==> src/common/usbtx_pkg.sv <==
// Shared constants, types and timing decode for the host transmit scheduler.
// Function
// - Target speed field codes high as 1h, full 2h, low 3h; zero illegal.
// - Protocol bits 5-4 select control 0, isochronous 1h, bulk 2h, interrupt 3h.
// - Endpoint 0 limit m in 2..16 gives a timeout of 2^(m-1) frames.
// - NAKs lasting more frames than the limit halt the affected endpoint.
// - Limit value 0 or 1 disables the NAK timeout on endpoint 0 and bulk.
// - Low or full speed interrupt interval m in 1..255 polls every m frames.
// - High speed interrupt interval m in 1..16 polls every 2^(m-1) microframes.
// - Full or high speed isochronous interval m in 1..16 gives a 2^(m-1) frame polling period; low speed never polls.
// - Full or high speed bulk interval m in 2..16 sets a 2^(m-1) frame NAK timeout window; low speed has none.
// - Each endpoint above 0 has its own interval register; endpoint 0 its limit.
package usbtx_pkg;

   // ********************************************************************
   // Sizes and register map.
   // ********************************************************************
   localparam int         NUM_EP         = 4;
   localparam logic [7:0] OFF_EP0_NAK    = 8'h00;
   localparam logic [7:0] OFF_IRQ_STATUS = 8'h04;
   localparam logic [7:0] OFF_IRQ_CLEAR  = 8'h08;
   localparam logic [7:0] OFF_IRQ_ENABLE = 8'h0c;
   localparam logic [7:0] OFF_EP_BASE    = 8'h10;
   localparam logic [7:0] OFF_EP_END     = 8'h28;
   localparam logic [7:0] REG_RESET      = 8'h00;

   // ********************************************************************
   // Field positions and codes.
   // ********************************************************************
   localparam int         SPEED_POS      = 6;
   localparam int         TRANSFER_PROTOCOL_POS       = 4;
   localparam int         TEP_POS        = 0;
   localparam logic [1:0] SPD_ILLEGAL    = 2'h0;
   localparam logic [1:0] SPD_HIGH       = 2'h1;
   localparam logic [1:0] SPD_FULL       = 2'h2;
   localparam logic [1:0] SPD_LOW        = 2'h3;

   typedef enum logic [1:0] {
      TRANSFER_PROTOCOL_CONTROL,
      TRANSFER_PROTOCOL_ISO,
      TRANSFER_PROTOCOL_BULK,
      TRANSFER_PROTOCOL_INTR
   } usbtx_transfer_protocol_e;

   // ********************************************************************
   // Interval value limits on the register value m, not on frame or microframe counts.
   // ********************************************************************
   localparam logic [7:0] M_POLL_MIN     = 8'h01;
   localparam logic [7:0] M_NAK_MIN      = 8'h02;
   localparam logic [7:0] M_EXP_MAX      = 8'h10;

   typedef struct packed {
      logic       valid;
      logic [1:0] ep;
      logic       nak;
   } usbtx_hs_s;

   typedef struct packed {
      logic        enable;
      logic        nak_mode;
      logic [15:0] period;
   } usbtx_tcfg_s;

   function automatic usbtx_tcfg_s usbtx_decode(input logic [1:0] speed,
                                                input logic [1:0] transfer_protocol,
                                                input logic [7:0] m,
                                                input logic       ep0);
      usbtx_tcfg_s c;
      logic [15:0] pow;
      logic        exp_ok;
      logic        nak_ok;
      c      = '0;
      pow    = 16'h0001 << (m - 8'h01);
      exp_ok = (m >= M_POLL_MIN) && (m <= M_EXP_MAX);
      nak_ok = (m >= M_NAK_MIN) && (m <= M_EXP_MAX);
      if (ep0) begin
         if (nak_ok) begin
            c = '{1'b1, 1'b1, pow};
         end
      end else if (speed != SPD_ILLEGAL) begin
         case (usbtx_transfer_protocol_e'(transfer_protocol))
            TRANSFER_PROTOCOL_ISO: begin
               if (speed != SPD_LOW && exp_ok) c = '{1'b1, 1'b0, pow};
            end
            TRANSFER_PROTOCOL_INTR: begin
               if (speed == SPD_HIGH) begin
                  if (exp_ok) c = '{1'b1, 1'b0, pow};
               end else if (m >= M_POLL_MIN) begin
                  c = '{1'b1, 1'b0, {8'h00, m}};
               end
            end
            TRANSFER_PROTOCOL_BULK: begin
               if (speed != SPD_LOW && nak_ok) c = '{1'b1, 1'b1, pow};
            end
            default: c = '0;
         endcase
      end
      return c;
   endfunction

endpackage

==> src/logic/usbtx_sched.sv <==
// Host transmit endpoint scheduler: register bank, APB slave and frame timers.
`timescale 1ns/1ps
module usbtx_sched
   import usbtx_pkg::*;
(
   input  wire logic              CORE_CLK_IN,
   input  wire logic              RESET_IN,
   input  wire logic              PSEL_IN,
   input  wire logic              PENABLE_IN,
   input  wire logic              PWRITE_IN,
   input  wire logic [7:0]        PADDR_IN,
   input  wire logic [31:0]       PWDATA_IN,
   output logic       [31:0]       PRDATA_OUT,
   output logic                    PREADY_OUT,
   output logic                    PSLVERR_OUT,
   input  wire logic              SOF_IN,
   input  wire usbtx_hs_s         HANDSHAKE_IN,
   output logic       [NUM_EP-1:0] POLL_DUE_OUT,
   output logic       [NUM_EP-1:0] EP_HALT_OUT,
   output logic                    IRQ_OUT
);

   // ********************************************************************
   // Register storage.
   // ********************************************************************
   logic [7:0]        tx_type [1:NUM_EP-1];
   logic [7:0]        next_tx_type [1:NUM_EP-1];
   logic [7:0]        tx_intvl [1:NUM_EP-1];
   logic [7:0]        next_tx_intvl [1:NUM_EP-1];
   logic [4:0]        ep0_limit;
   logic [4:0]        next_ep0_limit;

   logic [31:0]       next_rdata;
   logic              next_ready;
   logic              next_err;

   logic              setup;
   logic              wr_done;
   logic              addr_ok;
   logic              hit_ep;
   logic              hit_ep0;
   logic              hit_stat;
   logic              hit_clr;
   logic              hit_en;
   logic              mapped;
   logic [7:0]        ep_off;
   logic [1:0]        ep_idx;

   logic [NUM_EP-1:0] irq_enable;
   logic [NUM_EP-1:0] timeout;
   usbtx_tcfg_s       cfg [NUM_EP];

   // ********************************************************************
   // Address decode.
   // ********************************************************************
   always_comb begin
      setup    = PSEL_IN && !PENABLE_IN;
      wr_done  = PSEL_IN && PENABLE_IN && PREADY_OUT && PWRITE_IN;
      addr_ok  = (PADDR_IN[1:0] == 2'h0);
      ep_off   = PADDR_IN - OFF_EP_BASE;
      ep_idx   = ep_off[4:3] + 2'h1;
      hit_ep   = addr_ok && (PADDR_IN >= OFF_EP_BASE) && (PADDR_IN < OFF_EP_END);
      hit_ep0  = (PADDR_IN == OFF_EP0_NAK);
      hit_stat = (PADDR_IN == OFF_IRQ_STATUS);
      hit_clr  = (PADDR_IN == OFF_IRQ_CLEAR);
      hit_en   = (PADDR_IN == OFF_IRQ_ENABLE);
      mapped   = hit_ep || hit_ep0 || hit_stat || hit_clr || hit_en;
   end

   // ********************************************************************
   // Register writes.
   // ********************************************************************
   always_comb begin
      next_ep0_limit = ep0_limit;
      if (wr_done && hit_ep0) begin
         next_ep0_limit = PWDATA_IN[4:0];
      end
      for (int i = 1; i < NUM_EP; i++) begin
         next_tx_type[i]  = tx_type[i];
         next_tx_intvl[i] = tx_intvl[i];
         if (wr_done && hit_ep && ep_idx == i[1:0]) begin
            if (ep_off[2]) begin
               next_tx_intvl[i] = PWDATA_IN[7:0];
            end else begin
               next_tx_type[i] = PWDATA_IN[7:0];
            end
         end
      end
   end

   always_ff @(posedge CORE_CLK_IN) begin
      if (RESET_IN) begin
         ep0_limit <= REG_RESET[4:0];
         for (int i = 1; i < NUM_EP; i++) begin
            tx_type[i]  <= REG_RESET;
            tx_intvl[i] <= REG_RESET;
         end
      end else begin
         ep0_limit <= next_ep0_limit;
         for (int i = 1; i < NUM_EP; i++) begin
            tx_type[i]  <= next_tx_type[i];
            tx_intvl[i] <= next_tx_intvl[i];
         end
      end
   end

   // ********************************************************************
   // APB answer: read data and error are captured in the setup cycle.
   // ********************************************************************
   always_comb begin
      next_ready = setup;
      next_err   = setup && !mapped;
      next_rdata = PRDATA_OUT;
      if (setup) begin
         next_rdata = 32'h0000_0000;
         if (!PWRITE_IN) begin
            if (hit_ep0) begin
               next_rdata = {27'h0, ep0_limit};
            end else if (hit_stat) begin
               next_rdata = {{(32 - NUM_EP){1'b0}}, EP_HALT_OUT};
            end else if (hit_en) begin
               next_rdata = {{(32 - NUM_EP){1'b0}}, irq_enable};
            end else if (hit_ep) begin
               next_rdata[7:0] = ep_off[2] ? tx_intvl[ep_idx] : tx_type[ep_idx];
            end
         end
      end
   end

   always_ff @(posedge CORE_CLK_IN) begin
      if (RESET_IN) begin
         PRDATA_OUT  <= 32'h0000_0000;
         PREADY_OUT  <= 1'b0;
         PSLVERR_OUT <= 1'b0;
      end else begin
         PRDATA_OUT  <= next_rdata;
         PREADY_OUT  <= next_ready;
         PSLVERR_OUT <= next_err;
      end
   end

   // ********************************************************************
   // Per-endpoint timing.
   // ********************************************************************
   for (genvar g = 0; g < NUM_EP; g++) begin : gen_ep
      logic hs_hit;

      if (g == 0) begin : gen_ep0
         assign cfg[g] = usbtx_decode(SPD_HIGH, TRANSFER_PROTOCOL_CONTROL, {3'h0, ep0_limit},
                                      1'b1);
      end else begin : gen_epn
         assign cfg[g] = usbtx_decode(tx_type[g][SPEED_POS +: 2],
                                      tx_type[g][TRANSFER_PROTOCOL_POS +: 2],
                                      tx_intvl[g], 1'b0);

         a_illegal_speed: assert property (@(posedge CORE_CLK_IN)
            disable iff (RESET_IN)
            (tx_type[g][SPEED_POS +: 2] == SPD_ILLEGAL) |-> !cfg[g].enable)
            else $error("Illegal speed code left the endpoint timer running.");

         a_bulk_nak_mode: assert property (@(posedge CORE_CLK_IN)
            disable iff (RESET_IN)
            (tx_type[g][TRANSFER_PROTOCOL_POS +: 2] == TRANSFER_PROTOCOL_BULK && cfg[g].enable)
            |-> cfg[g].nak_mode)
            else $error("Bulk protocol did not select NAK timeout mode.");

         a_bulk_window: assert property (@(posedge CORE_CLK_IN)
            disable iff (RESET_IN)
            (tx_type[g][TRANSFER_PROTOCOL_POS +: 2] == TRANSFER_PROTOCOL_BULK
             && tx_type[g][SPEED_POS +: 2] == SPD_FULL
             && tx_intvl[g] >= 8'h02 && tx_intvl[g] <= 8'h10)
            |-> cfg[g].enable && cfg[g].period == (16'h0001 << (tx_intvl[g] - 8'h01)))
            else $error("Bulk NAK window does not match the interval value.");

         a_bulk_disable: assert property (@(posedge CORE_CLK_IN)
            disable iff (RESET_IN)
            (tx_type[g][TRANSFER_PROTOCOL_POS +: 2] == TRANSFER_PROTOCOL_BULK && tx_intvl[g] <= 8'h01)
            |-> !cfg[g].enable)
            else $error("Bulk NAK timeout active with a value of 0 or 1.");

         a_intr_frames: assert property (@(posedge CORE_CLK_IN)
            disable iff (RESET_IN)
            (tx_type[g][TRANSFER_PROTOCOL_POS +: 2] == TRANSFER_PROTOCOL_INTR
             && tx_type[g][SPEED_POS +: 2] == SPD_LOW && tx_intvl[g] != 8'h00)
            |-> cfg[g].enable && !cfg[g].nak_mode
                && cfg[g].period == {8'h00, tx_intvl[g]})
            else $error("Low speed interrupt period is not m frames.");

         a_intr_micro: assert property (@(posedge CORE_CLK_IN)
            disable iff (RESET_IN)
            (tx_type[g][TRANSFER_PROTOCOL_POS +: 2] == TRANSFER_PROTOCOL_INTR
             && tx_type[g][SPEED_POS +: 2] == SPD_HIGH
             && tx_intvl[g] >= 8'h01 && tx_intvl[g] <= 8'h10)
            |-> cfg[g].period == (16'h0001 << (tx_intvl[g] - 8'h01)))
            else $error("High speed interrupt period is not a power of two.");

         a_iso_period: assert property (@(posedge CORE_CLK_IN)
            disable iff (RESET_IN)
            (tx_type[g][TRANSFER_PROTOCOL_POS +: 2] == TRANSFER_PROTOCOL_ISO
             && tx_type[g][SPEED_POS +: 2] == SPD_FULL
             && tx_intvl[g] >= 8'h01 && tx_intvl[g] <= 8'h10)
            |-> cfg[g].enable && !cfg[g].nak_mode
                && cfg[g].period == (16'h0001 << (tx_intvl[g] - 8'h01)))
            else $error("Isochronous period does not match the interval value.");

         a_type_write: assert property (@(posedge CORE_CLK_IN)
            disable iff (RESET_IN)
            (wr_done && hit_ep && !ep_off[2] && ep_idx == g)
            |=> tx_type[g] == $past(PWDATA_IN[7:0]))
            else $error("Type register did not take the written value.");

         a_interval_write: assert property (@(posedge CORE_CLK_IN)
            disable iff (RESET_IN)
            (wr_done && hit_ep && ep_off[2] && ep_idx == g)
            |=> tx_intvl[g] == $past(PWDATA_IN[7:0]))
            else $error("Interval register did not take the written value.");
      end

      assign hs_hit = HANDSHAKE_IN.valid && (HANDSHAKE_IN.ep == g);

      usbtx_frame_timer u_timer (
         .clk_in      (CORE_CLK_IN),
         .reset_in    (RESET_IN),
         .sof_in      (SOF_IN),
         .cfg_in      (cfg[g]),
         .hs_valid_in (hs_hit),
         .hs_nak_in   (HANDSHAKE_IN.nak),
         .hold_in     (EP_HALT_OUT[g]),
         .due_out     (POLL_DUE_OUT[g]),
         .timeout_out (timeout[g])
      );

      a_halt_follows: assert property (@(posedge CORE_CLK_IN)
         disable iff (RESET_IN)
         timeout[g] |=> EP_HALT_OUT[g])
         else $error("Endpoint not halted after a NAK timeout.");

      a_halted_quiet: assert property (@(posedge CORE_CLK_IN)
         disable iff (RESET_IN)
         EP_HALT_OUT[g] |=> !timeout[g])
         else $error("A halted endpoint raised another timeout.");

      a_nak_no_poll: assert property (@(posedge CORE_CLK_IN)
         disable iff (RESET_IN)
         cfg[g].nak_mode |=> !POLL_DUE_OUT[g])
         else $error("A NAK timeout endpoint raised a polling pulse.");
   end

   // ********************************************************************
   // Halt status and interrupt.
   // ********************************************************************
   usbtx_irq_ctrl u_irq (
      .clk_in       (CORE_CLK_IN),
      .reset_in     (RESET_IN),
      .event_in     (timeout),
      .clear_wr_in  (wr_done && hit_clr),
      .enable_wr_in (wr_done && hit_en),
      .wdata_in     (PWDATA_IN[NUM_EP-1:0]),
      .status_out   (EP_HALT_OUT),
      .enable_out   (irq_enable),
      .irq_out      (IRQ_OUT)
   );

   a_ep0_window: assert property (@(posedge CORE_CLK_IN) disable iff (RESET_IN)
      (ep0_limit >= 5'h02 && ep0_limit <= 5'h10)
      |-> cfg[0].enable && cfg[0].nak_mode
          && cfg[0].period == (16'h0001 << (ep0_limit - 5'h01)))
      else $error("Endpoint 0 NAK window does not match the limit value.");

   a_ep0_disable: assert property (@(posedge CORE_CLK_IN) disable iff (RESET_IN)
      (ep0_limit <= 5'h01) |-> !cfg[0].enable)
      else $error("Endpoint 0 NAK timeout active with a value of 0 or 1.");

   a_reserved_zero: assert property (@(posedge CORE_CLK_IN) disable iff (RESET_IN)
      (setup && !PWRITE_IN && PADDR_IN == OFF_EP0_NAK) |=> PRDATA_OUT[31:5] == 27'h0)
      else $error("Reserved bits of the endpoint 0 limit register read nonzero.");

   a_apb_answer: assert property (@(posedge CORE_CLK_IN) disable iff (RESET_IN)
      setup |=> PREADY_OUT ##1 !PREADY_OUT)
      else $error("APB answer did not come in the first access cycle.");

   a_ready_only: assert property (@(posedge CORE_CLK_IN) disable iff (RESET_IN)
      !setup |=> !PREADY_OUT)
      else $error("Ready rose without a setup cycle.");

   a_unmapped_error: assert property (@(posedge CORE_CLK_IN) disable iff (RESET_IN)
      (setup && !mapped) |=> PSLVERR_OUT && PREADY_OUT && PRDATA_OUT == 32'h0000_0000)
      else $error("Unmapped access did not end in an error with zero data.");

   a_limit_write: assert property (@(posedge CORE_CLK_IN) disable iff (RESET_IN)
      (wr_done && hit_ep0) |=> ep0_limit == $past(PWDATA_IN[4:0]))
      else $error("Endpoint 0 limit did not take the written value.");

   a_ep0_no_poll: assert property (@(posedge CORE_CLK_IN) disable iff (RESET_IN)
      !POLL_DUE_OUT[0])
      else $error("Endpoint 0 raised a polling pulse.");

   a_halt_sticky: assert property (@(posedge CORE_CLK_IN) disable iff (RESET_IN)
      !(wr_done && hit_clr) |=> (EP_HALT_OUT & $past(EP_HALT_OUT)) == $past(EP_HALT_OUT))
      else $error("A halt bit fell without a clear write.");

   a_irq_level: assert property (@(posedge CORE_CLK_IN) disable iff (RESET_IN)
      IRQ_OUT == |(EP_HALT_OUT & irq_enable))
      else $error("Interrupt line does not follow the enabled status.");

endmodule

==> src/logic/usbtx_frame_timer.sv <==
// Per-endpoint frame counter for polling periods and NAK timeouts.
`timescale 1ns/1ps
module usbtx_frame_timer
   import usbtx_pkg::*;
(
   input  wire logic        clk_in,
   input  wire logic        reset_in,
   input  wire logic        sof_in,
   input  wire usbtx_tcfg_s cfg_in,
   input  wire logic        hs_valid_in,
   input  wire logic        hs_nak_in,
   input  wire logic        hold_in,
   output logic             due_out,
   output logic             timeout_out
);

   logic [15:0] count;
   logic [15:0] next_count;
   logic        nak_active;
   logic        next_nak_active;
   logic        next_due;
   logic        next_timeout;

   // ********************************************************************
   // Counting.
   // ********************************************************************
   always_comb begin
      next_count      = count;
      next_nak_active = nak_active;
      next_due        = 1'b0;
      next_timeout    = 1'b0;
      if (!cfg_in.enable || hold_in) begin
         next_count      = '0;
         next_nak_active = 1'b0;
      end else if (cfg_in.nak_mode) begin
         if (hs_valid_in && !hs_nak_in) begin
            next_count      = '0;
            next_nak_active = 1'b0;
         end else begin
            if (hs_valid_in) next_nak_active = 1'b1;
            if (sof_in && nak_active) begin
               if (count >= cfg_in.period) begin
                  next_timeout = 1'b1;
                  next_count   = '0;
               end else begin
                  next_count = count + 16'h0001;
               end
            end
         end
      end else if (sof_in) begin
         if (count >= cfg_in.period - 16'h0001) begin
            next_due   = 1'b1;
            next_count = '0;
         end else begin
            next_count = count + 16'h0001;
         end
      end
   end

   always_ff @(posedge clk_in) begin
      if (reset_in) begin
         count       <= '0;
         nak_active  <= 1'b0;
         due_out     <= 1'b0;
         timeout_out <= 1'b0;
      end else begin
         count       <= next_count;
         nak_active  <= next_nak_active;
         due_out     <= next_due;
         timeout_out <= next_timeout;
      end
   end

   a_nak_restart: assert property (@(posedge clk_in) disable iff (reset_in)
      (cfg_in.enable && cfg_in.nak_mode && !hold_in && hs_valid_in && !hs_nak_in)
      |=> (count == 16'h0000) && !nak_active)
      else $error("NAK counter did not restart on a non-NAK handshake.");

   a_timeout_cause: assert property (@(posedge clk_in) disable iff (reset_in)
      timeout_out |-> $past(nak_active) && $past(sof_in) && $past(cfg_in.nak_mode))
      else $error("Timeout raised without a persisting NAK at a frame start.");

endmodule

==> src/logic/usbtx_irq_ctrl.sv <==
// Sticky event status, enable mask and level interrupt.
`timescale 1ns/1ps
module usbtx_irq_ctrl
   import usbtx_pkg::*;
(
   input  wire logic              clk_in,
   input  wire logic              reset_in,
   input  wire logic [NUM_EP-1:0] event_in,
   input  wire logic              clear_wr_in,
   input  wire logic              enable_wr_in,
   input  wire logic [NUM_EP-1:0] wdata_in,
   output logic       [NUM_EP-1:0] status_out,
   output logic       [NUM_EP-1:0] enable_out,
   output logic                    irq_out
);

   logic [NUM_EP-1:0] next_status;
   logic [NUM_EP-1:0] next_enable;

   always_comb begin
      next_status = status_out & ~(clear_wr_in ? wdata_in : '0);
      next_status = next_status | event_in;
      next_enable = enable_wr_in ? wdata_in : enable_out;
   end

   always_ff @(posedge clk_in) begin
      if (reset_in) begin
         status_out <= '0;
         enable_out <= '0;
         irq_out    <= 1'b0;
      end else begin
         status_out <= next_status;
         enable_out <= next_enable;
         irq_out    <= |(next_status & next_enable);
      end
   end

   a_set_wins: assert property (@(posedge clk_in) disable iff (reset_in)
      (event_in != '0) |=> ((status_out & $past(event_in)) == $past(event_in)))
      else $error("An event was lost against a simultaneous clear.");

endmodule

==> config.mk <==
export PLATFORM = sky130hd
export DESIGN_NAME = usbtx_sched
export DESIGN_NICKNAME = d
export VERILOG_FILES = /design/src/common/usbtx_pkg.sv /design/src/logic/usbtx_sched.sv /design/src/logic/usbtx_frame_timer.sv /design/src/logic/usbtx_irq_ctrl.sv
export SDC_FILE = /design/constraint.sdc
export NUM_CORES = 1
export LEC_CHECK = 0
export BUFFER_PORTS_ARGS = -buffer_cell sky130_fd_sc_hd__buf_4
export CORE_UTILIZATION = 35
export DETAILED_ROUTE_END_ITERATION = 8
export PLACE_DENSITY = 0.5
export SETUP_SLACK_MARGIN = 0.02
export SYNTH_ARGS = -nofsm -noshare
export SYNTH_HDL_FRONTEND = slang
export SYNTH_SLANG_ARGS = --single-unit
==> constraint.sdc <==
create_clock -name CORE_CLK_IN -period 7.65 [get_ports CORE_CLK_IN]
set_input_delay 0.765 -clock CORE_CLK_IN [delete_from_list [all_inputs] [get_ports CORE_CLK_IN]]
set_output_delay 0.765 -clock CORE_CLK_IN [all_outputs]
set_load 0.02 [all_outputs]
==> results.ini, run 1 <==
[run_status]
status = complete, no violations

[synthesis]
synth_edf_count = 0
syn_avg_cell_area_um2 = 7.95
ys_warn_count = 0
async_flop_share_pct = 0
synthFlopType = dfxtp_1
yosys.area.top_type = dfxtp_1
synth_cells = 1506
synth_cell_types = 78
ys_seq_area_share_pct = 24.8
synthTopCellsByArea = dfxtp_1 (25%), ha_1 (14%), nor2_1 (6.8%)
ys_seq_elements = 148
synth_top_area_share_pct = 24.8
synth.cell_area_um2 = 12000

[clocking]
cts_inserted_buffers = 17
cts_hold_buffers = 0
cts.sinks = 148
clockBufferDepth = 2
ctsResizeCount = 0
cts_max_level = 4
clk_pin_slew_ns = 0.07
cts_tree = done
post_cts_buffers = 0
clockRootBuffer = clkbuf_16
clkLatencyLatePin_ns = 0.44

[sta]
final-hold-violation-count = 0
setup_viol = 0
rsz0062_at_grt = no
skew_ns = 0.0144
max_freq_mhz = 162
relSlewSlack_pct = 42.7
min_period_ns = 6.18
min_period_over_period_pct = 80.8
tns_ns = 0
worst_pin_slew_ns = 0.853
drv_slew = 0

[layout]
syn_to_final_growth_pct = 9.07
fin_util_pct = 38.8
drive_above_1_share_pct = 7.39
fin_area_um2 = 13100
nets = 1686

[floorplanning]
start_util_pct = 35.6
die_h_um = 187
die-area_um2 = 34900
core_um2 = 33600
ios = 93
die_x_um = 187
rows = 67

[run]
maxCapViolations = 0

[global_route]
grt_overflow = 0
first_global_vias = 10100
grt_pass1_wl_um = 52500
grt_start_max_net_pins = 48
grtUsageTotal_pct = 18.5
antenna_found_initial = 1

[setup_path]
arrival_ns = 6.54
critical_path.slowest_cell = o41ai_1
path_cells = inv_1, ha_1, or4b_1, xnor2_1, o41ai_1, o2111ai_1, o2bb2ai_1, nand2_1, ha_1, and2_1, nand3_1, mux2_1, ha_1, nor2b_1, o21ai_0, a311oi_1, a211oi_1, mux2i_1, a21o_1, nor2_1
worst_setup_path_start_kind = register
critPathRequiredTime_ns = 8.01
crit_buf_inv = 1
crit_fanout = 15
cp_num_cells = 20
crit_top_cell = ha_1
slowest_delay_ns = 0.56
worstSetupPathType = reg2reg
ff2ff_path_depth = 20
path_delay_family = compound AO/OA/AOI/OAI gates
crit_path_end_kind = register

[routing]
routed_via_density = 5.29
drc_errors = 0
dr.pass1.iters = 5
vias = 10400
wl_per_cell_um = 16.1
antenna_left = 0
routed_wl_um = 31700
drtIter0Drc = 459

[worst_hold_path]
whs_path_depth = 2
hp-class = reg2reg

[power_and_ir_drop]
powerDensity_nw_per_um2 = 129
leakagePower_nw = 5.59
max-vdd-ir-drop_v = 0.000184

[placement]
hpwl_um = 24200
port_buffers = 44
gp_congestion = 0.878
placed_area_um2 = 12500

==> layout by cell type, fill, tap and decap left out, types with 6 or more instances in the layout <==
cell       netlist  final
nand2_1        156    156
nand3b_1         8      8
a21o_1          26     26
dfxtp_1        148    148
nor2_1         217    217
o211ai_1         8      8
ha_1           134    134
nor4_1          11     11
and3_1          17     17
clkbuf_16        0     17
and2_1          10     10
nor3_1          31     31
a21oi_1         58     58
a22oi_1         13     13
nand4_1         23     23
mux4_2           8      8
nand3_1         46     46
xor2_1          51     51
o2111ai_1        6      6
buf_4           32     49
a31oi_1          7      7
nor2b_1         29     29
xnor2_1         36     36
mux2i_1         73     73
a21boi_0        11     11
a211oi_1         6      6
o21ai_0         54     54
nand2b_1        23     23
or2_2            8      8
o21a_1          24     24
o21ai_1          9      9
or3_1           11     11
and4_1          10     10
conb_1           1     25
inv_1           47     47
o22ai_1         12     12
==> metrics by stage <==
| stage | instances | hold slack (ns) | power, mW | worst slack [ns] |
|---|---|---|---|---|
| global route | 1964 | 0.500 | 1.75 | 0.747 |
| detailed placement | 1931 | 0.442 | 0.859 | 1.53 |
| floorplan | 1530 | 0.423 | 0.839 | 2.35 |
| finish | 1964 | 0.456 | 1.68 | 1.47 |
| global placement | 1931 | 0.441 | 0.858 | 1.59 |
| CTS | 1963 | 0.459 | 1.71 | 1.48 |
==> per-layer routing <==
layer	up-vias	track usage, %	wire, um
li1	5292	-	-
met2	137	30.9	15000
met4	0	4.85	317
met1	4946	24.4	15400
met3	20	3.38	978
met5	-	0	0
==> worst register-to-register path, cell delays in order (launching register included) <==
cell and delay [ns]:
dfxtp_1 0.50, inv_1 0.20, ha_1 0.25, or4b_1 0.55
xnor2_1 0.16, o41ai_1 0.56, o2111ai_1 0.35, o2bb2ai_1 0.36
nand2_1 0.15, ha_1 0.28, and2_1 0.19, nand3_1 0.21
mux2_1 0.36, ha_1 0.28, nor2b_1 0.13, o21ai_0 0.18
a311oi_1 0.11, a211oi_1 0.44, mux2i_1 0.26, a21o_1 0.39
nor2_1 0.18
==> kinds of logic after synthesis <==
family	Yosys count	share of synthesized area [%]
DFF	148	24.8
buffers and inverters	143	5.74
and+or+nand+nor	621	24.8
other	1	0.0313
xor gates and xnor gates	87	6.37
muxes	86	8.08
adders and majority gates	134	14.0
AOI/OAI and AO/OA	286	16.3
==> state kept, by name (all words and copies together), names as in the netlist <==
| register | flops |
|---|---|
| PRDATA_OUT | 8 |
| PREADY_OUT | 1 |
| PSLVERR_OUT | 1 |
| ep0_limit | 5 |
| gen_ep.u_timer.count | 64 |
| gen_ep.u_timer.due_out | 4 |
| gen_ep.u_timer.nak_active | 4 |
| gen_ep.u_timer.timeout_out | 4 |
| tx_intvl | 24 |
| tx_type | 24 |
| u_irq.enable_out | 4 |
| u_irq.irq_out | 1 |
| u_irq.status_out | 4 |
==> path summary, 6_finish.rpt <==
kind / slack (ns) / start / end
worst max-delay path: 1.47 / tx_intvl[3][0]$_SDFFE_PP0P_ / gen_ep[3].u_timer.count[8]$_SDFFE_PP0P_
worst min-delay path: 0.46 / gen_ep[0].u_timer.timeout_out$_SDFF_PP0_ / u_irq.status_out[0]$_SDFF_PP0_
worst max register to register: 1.47 / tx_intvl[3][0]$_SDFFE_PP0P_ / gen_ep[3].u_timer.count[8]$_SDFFE_PP0P_
worst min register to register: 0.46 / gen_ep[0].u_timer.timeout_out$_SDFF_PP0_ / u_irq.status_out[0]$_SDFF_PP0_
==> synthesized netlist by cell type (all sizes together) (7+ instances only) <==
master  count
nor2      217
nand2     156
dfxtp     148
ha        134
mux2i      73
o21ai      63
a21oi      58
buf        54
xor2       51
inv        47
nand3      46
clkbuf     42
xnor2      36
nor3       33
nor2b      29
a21o       26
o21a       24
nand2b     23
nand4      23
and3       17
a22oi      13
nor4       13
a21boi     12
and4       12
o22ai      12
or3        12
and2       11
or2         9
mux4        8
nand3b      8
o211ai      8
a31oi       7
==> area by class of cell <==
class                           count  area, um2
Multi-Input combinational cell   1239       8410
Clock inverter                     12        108
Inverter                           47        176
Tap cell                          448        561
Fill cell                        3462      20600
Timing Repair Buffer               49        368
Antenna cell                        1       2.50
Sequential cell                   148       2960
Clock buffer                       20        467
==> power breakdown <==
group	internal (mW)	switching, mW	total (mW)
Combinational	0.0192	0.0500	0.0692
Sequential	0.771	0.000254	0.771
Clock	0.453	0.391	0.844
Total	1.24	0.441	1.68
Power figures use the tool's default switching activity.
==> run 2, diff against run 1 <==
PLACE_DENSITY = 0.52   (was 0.5)
clock period = 5 ns   (was 7.65 ns; I/O delays follow)
==> run 2 against run 1 <==
  * Register-to-register slack worse by 1.2 ns
  * Final area up 6.4%
  * Non-clock buffer count up 71
  * Sequential share of layout area fell by 1.3 points
  * Wire length increased by 3.0%
  * Cell count is 3.6% higher
  * Critical endpoint is now gen_ep[3].u_timer.count[0]$_SDFFE_PP0P_
  * Largest cell class unchanged
  * Largest power group unchanged
  * Highest routed layer unchanged
==> results.ini, run 2 (synthesized netlist as in run 1, its figures left out) <==
[power_and_ir_drop]
leakagePower_nw = 6.05  ; was 5.59 nW
max-vdd-ir-drop_v = 0.000240  ; was 0.000184 V
powerDensity_nw_per_um2 = 184  ; was 129 nW/um2
power_mw = 2.56  ; was 1.68 mW

[setup_path]
critical_path.slowest_cell = or4b_4  ; was o41ai_1
r2r_setup_slack_ns = 0.27  ; was 1.47 ns
crit_path_end_kind = register  ; unchanged
crit_fanout = 4  ; was 15
crit_buf_inv = 6  ; was 1
arrival_ns = 5.09  ; was 6.54 ns
crit_top_cell = buf_4  ; was ha_1
worst_setup_path_start_kind = register  ; unchanged
worstSetupPathType = reg2reg  ; unchanged
path_delay_family = compound AO/OA/AOI/OAI gates  ; unchanged
critPathRequiredTime_ns = 5.36  ; was 8.01 ns
slowest_delay_ns = 0.51  ; was 0.56 ns
path_cells = inv_2, ha_4, or4b_4, xnor2_2, o41ai_2, buf_4, o2111ai_4, buf_6, o211ai_1, buf_4, nor4_2, nor2_1, xnor2_1, ha_1, a21o_1, a21o_1, a211oi_2, a311oi_2, a211oi_2, buf_4, mux2i_2, buf_4, o41ai_2  ; was inv_1, ha_1, or4b_1, xnor2_1, o41ai_1, o2111ai_1, o2bb2ai_1, nand2_1, ha_1, and2_1, nand3_1, mux2_1, ha_1, nor2b_1, o21ai_0, a311oi_1, a211oi_1, mux2i_1, a21o_1, nor2_1

[layout]
fill_cells = 3382  ; was 3,462
drive_above_1_share_pct = 14.8  ; was 7.39%
regArea_um2 = 2970  ; was 2960 um2
multi_input_area_um2 = 8720  ; was 8410 um2
syn_to_final_growth_pct = 16.1  ; was 9.07%
mostFrequentLayoutCell = nor2_1  ; unchanged
layout_common_cells = nor2_1 (214), nand2_1 (156), dfxtp_1 (145)  ; was nor2_1 (217), nand2_1 (156), dfxtp_1 (148)
largest_register_ffs = 64  ; unchanged
reg.largest.list = gen_ep.u_timer.count (64), tx_intvl (24), tx_type (24)  ; unchanged
nets = 1757  ; was 1,686
largest-register = gen_ep.u_timer.count  ; unchanged
diodes = 0  ; was 1

[routing]
drc_errors = 0  ; unchanged
antenna_left = 0  ; unchanged
vias = 10900  ; was 10,400
routed_via_density = 5.34  ; was 5.29
routed_wl_um = 32600  ; was 31,700 um
dr.pass1.iters = 5  ; unchanged
wl_per_cell_um = 16.0  ; was 16.1 um
drtIter0Drc = 625  ; was 459

[clocking]
clkLatencyLatePin_ns = 0.45  ; was 0.44 ns
clk_pin_slew_ns = 0.07  ; about the same
cts_inserted_buffers = 17  ; unchanged
clockRootBuffer = clkbuf_16  ; unchanged
cts_max_level = 4  ; unchanged
clockBufferDepth = 2  ; unchanged
cts_tree = done  ; unchanged
cts.sinks = 148  ; unchanged

[global_route]
grt_start_max_net_pins = 49  ; was 48
use_met2_pct = 30.5  ; was 30.9%
use_met3_pct = 3.75  ; was 3.38%
antenna_found_initial = 0  ; was 1
top_usage_layer = met2  ; unchanged
grt_overflow = 0  ; unchanged
grtUsageTotal_pct = 18.8  ; was 18.5%
grt_pass1_wl_um = 53500  ; was 52,500 um
first_global_vias = 10200  ; was 10,100
gr-usage-met1_pct = 25.3  ; was 24.4%

[sta]
worst_pin_slew_ns = 0.748  ; was 0.853 ns
final-hold-violation-count = 0  ; unchanged
min_period_over_period_pct = 94.7  ; was 80.8%
holdWs_ns = 0.373  ; was 0.456 ns
skew_ns = 0.0137  ; was 0.0144 ns
min_period_ns = 4.73  ; was 6.18 ns
relSlewSlack_pct = 49.8  ; was 42.7%
setup_viol = 0  ; unchanged
drv_slew = 0  ; unchanged
setup_slack_ns = 0.266  ; was 1.47 ns
rsz0062_at_grt = no  ; unchanged
max_freq_mhz = 211  ; was 162 MHz

[floorplanning]
die_h_um = 187  ; unchanged
ios = 93  ; unchanged
die_x_um = 187  ; unchanged
start_util_pct = 35.6  ; unchanged
core_um2 = 33600  ; unchanged
die-area_um2 = 34900  ; unchanged
rows = 67  ; unchanged

[placement]
hpwl_um = 25000  ; was 24,200 um
port_buffers = 44  ; unchanged
gp_congestion = 0.897  ; was 0.878
pre_cts_slack_ns = -0.131  ; was 1.53 ns

[worst_hold_path]
hp-class = in2reg  ; was reg2reg

[run]
maxCapViolations = 0  ; unchanged

[run_status]
status = complete, no violations  ; unchanged

==> run 2: final timing paths <==
check / cells past startpoint / endpoint / from
worst max register to register: 23 / gen_ep[3].u_timer.count[0]$_SDFFE_PP0P_ / tx_intvl[3][1]$_SDFFE_PP0P_
worst min-delay path: 3 / tx_intvl[2][5]$_SDFFE_PP0P_ / PWDATA_IN[5]
worst min register to register: 2 / u_irq.status_out[0]$_SDFF_PP0_ / gen_ep[0].u_timer.timeout_out$_SDFF_PP0_
worst max-delay path: 23 / gen_ep[3].u_timer.count[0]$_SDFFE_PP0P_ / tx_intvl[3][1]$_SDFFE_PP0P_
==> run 2: per-stage QoR <==
stage | instance area, um2 | std cells | setup TNS, ns | utilization, %
final | 13900 | 2034 | 0 | 41.3
after global routing | 13900 | 2034 | 0 | 41.3
after CTS | 13600 | 2026 | 0 | 40.4
after detailed placement | 13000 | 1994 | -1.95 | 38.6
after global placement | 13000 | 1994 | -0.735 | 38.6
after floorplan | 12100 | 1530 | 0 | -
==> run 2: worst min-delay path, stage by stage <==
cell     delay [ns]
buf_4          0.13
mux2i_1        0.08
nor2_1         0.07
==> run 2: layer usage <==
| layer | share of wire (%) | vias up | routed length (um) |
|---|---|---|---|
| met4 | 1.5 | 0 | 491 |
| li1 | - | 5428 | - |
| met3 | 4.7 | 34 | 1530 |
| met5 | 0 | - | 0 |
| met1 | 48 | 5161 | 15700 |
| met2 | 46 | 229 | 14900 |
==> run 2: what timing repair did <==
action	in CTS	in global routing
gates resized for setup	8	59
pin swaps	2	27
setup buffers	0	7
setup endpoints to repair	31	48
hold buffers	0	0
cloned	0	1
==> run 2: power breakdown <==
| group | internal, mW | total (mW) | leakage [nW] | switching [mW] |
|---|---|---|---|---|
| Sequential | 1.18 | 1.18 | 1.19 | 0.000439 |
| Clock | 0.687 | 1.27 | 0.270 | 0.587 |
| Combinational | 0.0293 | 0.106 | 4.58 | 0.0765 |
==> run 2: area by class of cell <==
type	instances	area share (%)
clock inverter	10	0.631
timing repair buffer	120	6.54
multi-input combinational	1239	62.8
inverter	47	1.27
clock buffer	22	3.41
tap	448	4.04
sequential	148	21.4
==> run 3, diff against run 2 <==
CELL_PAD_IN_SITES_DETAIL_PLACEMENT = 1   (was unset)
CELL_PAD_IN_SITES_GLOBAL_PLACEMENT = 1   (was unset)
HOLD_SLACK_MARGIN = 0.06   (was unset)
PLACE_DENSITY = 0.64   (was 0.52)
clock period = 5.8 ns   (was 5 ns; I/O delays follow)
==> run 3 against run 2 <==
  * Utilization shrank 2.0 points
  * Die area unchanged
  * Power down 12%
  * Critical endpoint is now gen_ep[3].u_timer.count[10]$_SDFFE_PP0P_
  * Sequential share of layout area rose by 1.1 points
  * Cell count down 2.6%
  * Clock-buffer cell count down 3
  * First-iteration DRC count down 37%
  * Register-to-register slack better by 0.14 ns
==> results.ini, run 3 (synthesized netlist as in run 1, its figures left out) <==
[floorplanning]
start_util_pct = 35.6  ; unchanged
die-area_um2 = 34900  ; unchanged
ios = 93  ; unchanged
core_um2 = 33600  ; unchanged
die_h_um = 187  ; unchanged
die_x_um = 187  ; unchanged
rows = 67  ; unchanged

[sta]
min_period_ns = 5.39  ; was 4.73 ns
worst_pin_slew_ns = 0.875  ; was 0.748 ns
final-hold-violation-count = 0  ; unchanged
min_period_over_period_pct = 93.0  ; was 94.7%
setup_viol = 0  ; unchanged
skew_ns = 0.0151  ; was 0.0137 ns
tns_ns = 0  ; unchanged
rsz0062_at_grt = no  ; unchanged
holdWs_ns = 0.445  ; was 0.373 ns
relSlewSlack_pct = 41.2  ; was 49.8%
drv_slew = 0  ; unchanged
max_freq_mhz = 185  ; was 211 MHz

[layout]
layout_common_cells = nor2_1 (217), nand2_1 (156), dfxtp_1 (146)  ; was nor2_1 (214), nand2_1 (156), dfxtp_1 (145)
drive_above_1_share_pct = 8.93  ; was 14.8%
nets = 1705  ; was 1,757
diodes = 0  ; unchanged
mostFrequentLayoutCell = nor2_1  ; unchanged
syn_to_final_growth_pct = 10.6  ; was 16.1%
largest-register = gen_ep.u_timer.count  ; unchanged
largest_register_ffs = 64  ; unchanged
reg.largest.list = gen_ep.u_timer.count (64), tx_intvl (24), tx_type (24)  ; unchanged

[routing]
routed_via_density = 5.42  ; was 5.34
drtIter0Drc = 394  ; was 625
wl_per_cell_um = 17.7  ; was 16.0 um
antenna_left = 0  ; unchanged
routed_wl_um = 35100  ; was 32,600 um
vias = 10700  ; was 10,900
dr.pass1.iters = 4  ; was 5
drc_errors = 0  ; unchanged

[placement]
gp_congestion = 0.831  ; was 0.897
hpwl_um = 27400  ; was 25,000 um
port_buffers = 44  ; unchanged

[setup_path]
ff2ff_path_depth = 22  ; was 23
slowest_delay_ns = 0.55  ; was 0.51 ns
path_delay_family = compound AO/OA/AOI/OAI gates  ; unchanged
critPathRequiredTime_ns = 6.13  ; was 5.36 ns
crit_top_cell = ha_1  ; was buf_4
worstSetupPathType = reg2reg  ; unchanged
path_cells = inv_1, ha_1, or4b_1, xnor2_1, o41ai_1, buf_4, o2111ai_1, o2bb2ai_1, nand2_1, ha_1, and2_1, nand3_1, mux2_1, ha_1, nor2b_1, o21ai_0, a311oi_1, a211oi_1, buf_4, mux2i_1, a21o_4, nor2_1  ; was inv_2, ha_4, or4b_4, xnor2_2, o41ai_2, buf_4, o2111ai_4, buf_6, o211ai_1, buf_4, nor4_2, nor2_1, xnor2_1, ha_1, a21o_1, a21o_1, a211oi_2, a311oi_2, a211oi_2, buf_4, mux2i_2, buf_4, o41ai_2
cp_num_cells = 22  ; was 23
critical_path.slowest_cell = or4b_1  ; was or4b_4
worst_setup_path_start_kind = register  ; unchanged
crit_path_end_kind = register  ; unchanged
crit_buf_inv = 3  ; was 6
arrival_ns = 5.73  ; was 5.09 ns
crit_fanout = 13  ; was 4

[clocking]
clockRootBuffer = clkbuf_16  ; unchanged
cts_inserted_buffers = 17  ; unchanged
cts_hold_buffers = 0  ; unchanged
clkLatencyLatePin_ns = 0.45  ; about the same
cts_tree = done  ; unchanged
clk_pin_slew_ns = 0.07  ; about the same
cts.sinks = 148  ; unchanged
clockBufferDepth = 2  ; unchanged
cts_max_level = 4  ; unchanged

[run_status]
status = complete, no violations  ; unchanged

[global_route]
grt_overflow = 0  ; unchanged
grtUsageTotal_pct = 20.6  ; was 18.8%
grt_pass1_wl_um = 58400  ; was 53,500 um
antenna_found_initial = 0  ; unchanged
first_global_vias = 11000  ; was 10,200
grt_start_max_net_pins = 49  ; unchanged

[run]
maxCapViolations = 0  ; unchanged

[power_and_ir_drop]
max-vdd-ir-drop_v = 0.000211  ; was 0.000240 V
power_mw = 2.26  ; was 2.56 mW
powerDensity_nw_per_um2 = 171  ; was 184 nW/um2
leakagePower_nw = 5.69  ; was 6.05 nW

[worst_hold_path]
whs_path_depth = 3  ; unchanged
hp-class = in2reg  ; unchanged

run 3: cell count changes in the layout (fill, tap and decap cells not counted), sizes merged:
cell	delta
buf	-52
clkbuf	-3
inv	+3
bufinv	+1
clkinvlp	-1
run 3: final cells by class:
type | count | area, um2
clock inverter | 13 | 134
clock buffer | 19 | 453
tap | 448 | 561
inverter | 47 | 176
sequential | 148 | 2970
fill | 4128 | 20400
multi-input combinational | 1239 | 8430
timing repair buffer | 68 | 510
run 3: worst paths after layout:
path	from	endpoint	slack (ns)
hold / removal	PWDATA_IN[5]	tx_intvl[3][5]$_SDFFE_PP0P_	0.45
setup / recovery	tx_intvl[3][0]$_SDFFE_PP0P_	gen_ep[3].u_timer.count[10]$_SDFFE_PP0P_	0.41
hold reg to reg	gen_ep[1].u_timer.nak_active$_SDFFE_PP0P_	gen_ep[1].u_timer.timeout_out$_SDFF_PP0_	0.45
setup reg to reg	tx_intvl[3][0]$_SDFFE_PP0P_	gen_ep[3].u_timer.count[10]$_SDFFE_PP0P_	0.41
run 3: worst min-delay path, stage by stage:
cell     delay [ns]
buf_4          0.13
mux2i_1        0.08
nor2_1         0.07
run 3: through the flow:
stage / setup slack (ns) / instance area, um2 / cells / utilization (%)
2_1_floorplan: 0.503 / 12100 / 1530 / -
3_3_place_gp: 0.420 / 12600 / 1950 / 37.5
3_5_place_dp: 0.278 / 12600 / 1950 / 37.5
4_1_cts: 0.228 / 13200 / 1982 / 39.3
5_1_grt: 0.0529 / 13200 / 1982 / 39.3
6_report: 0.406 / 13200 / 1982 / 39.3
run 3: power breakdown:
| group | internal (mW) | switching [mW] | total (mW) |
|---|---|---|---|
| clock | 0.628 | 0.522 | 1.15 |
| sequential | 1.02 | 0.000369 | 1.02 |
| combinational | 0.0253 | 0.0661 | 0.0914 |
run 3: timing repair:
action / 4_1_cts / 5_1_grt
buffers inserted: 0 / 0
resized for setup: 0 / 9
endpoints found under the setup margin: 0 / 30
run 3: metal layers:
layer | GRT usage (%) | vias to the layer above | wire, um | share of wire, %
met4 | 4.82 | 0 | 362 | 1.0
met3 | 3.47 | 31 | 837 | 2.4
met5 | 0 | - | 0 | 0
li1 | - | 5315 | - | -
met2 | 35.7 | 114 | 17100 | 49
met1 | 26.5 | 5286 | 16800 | 48
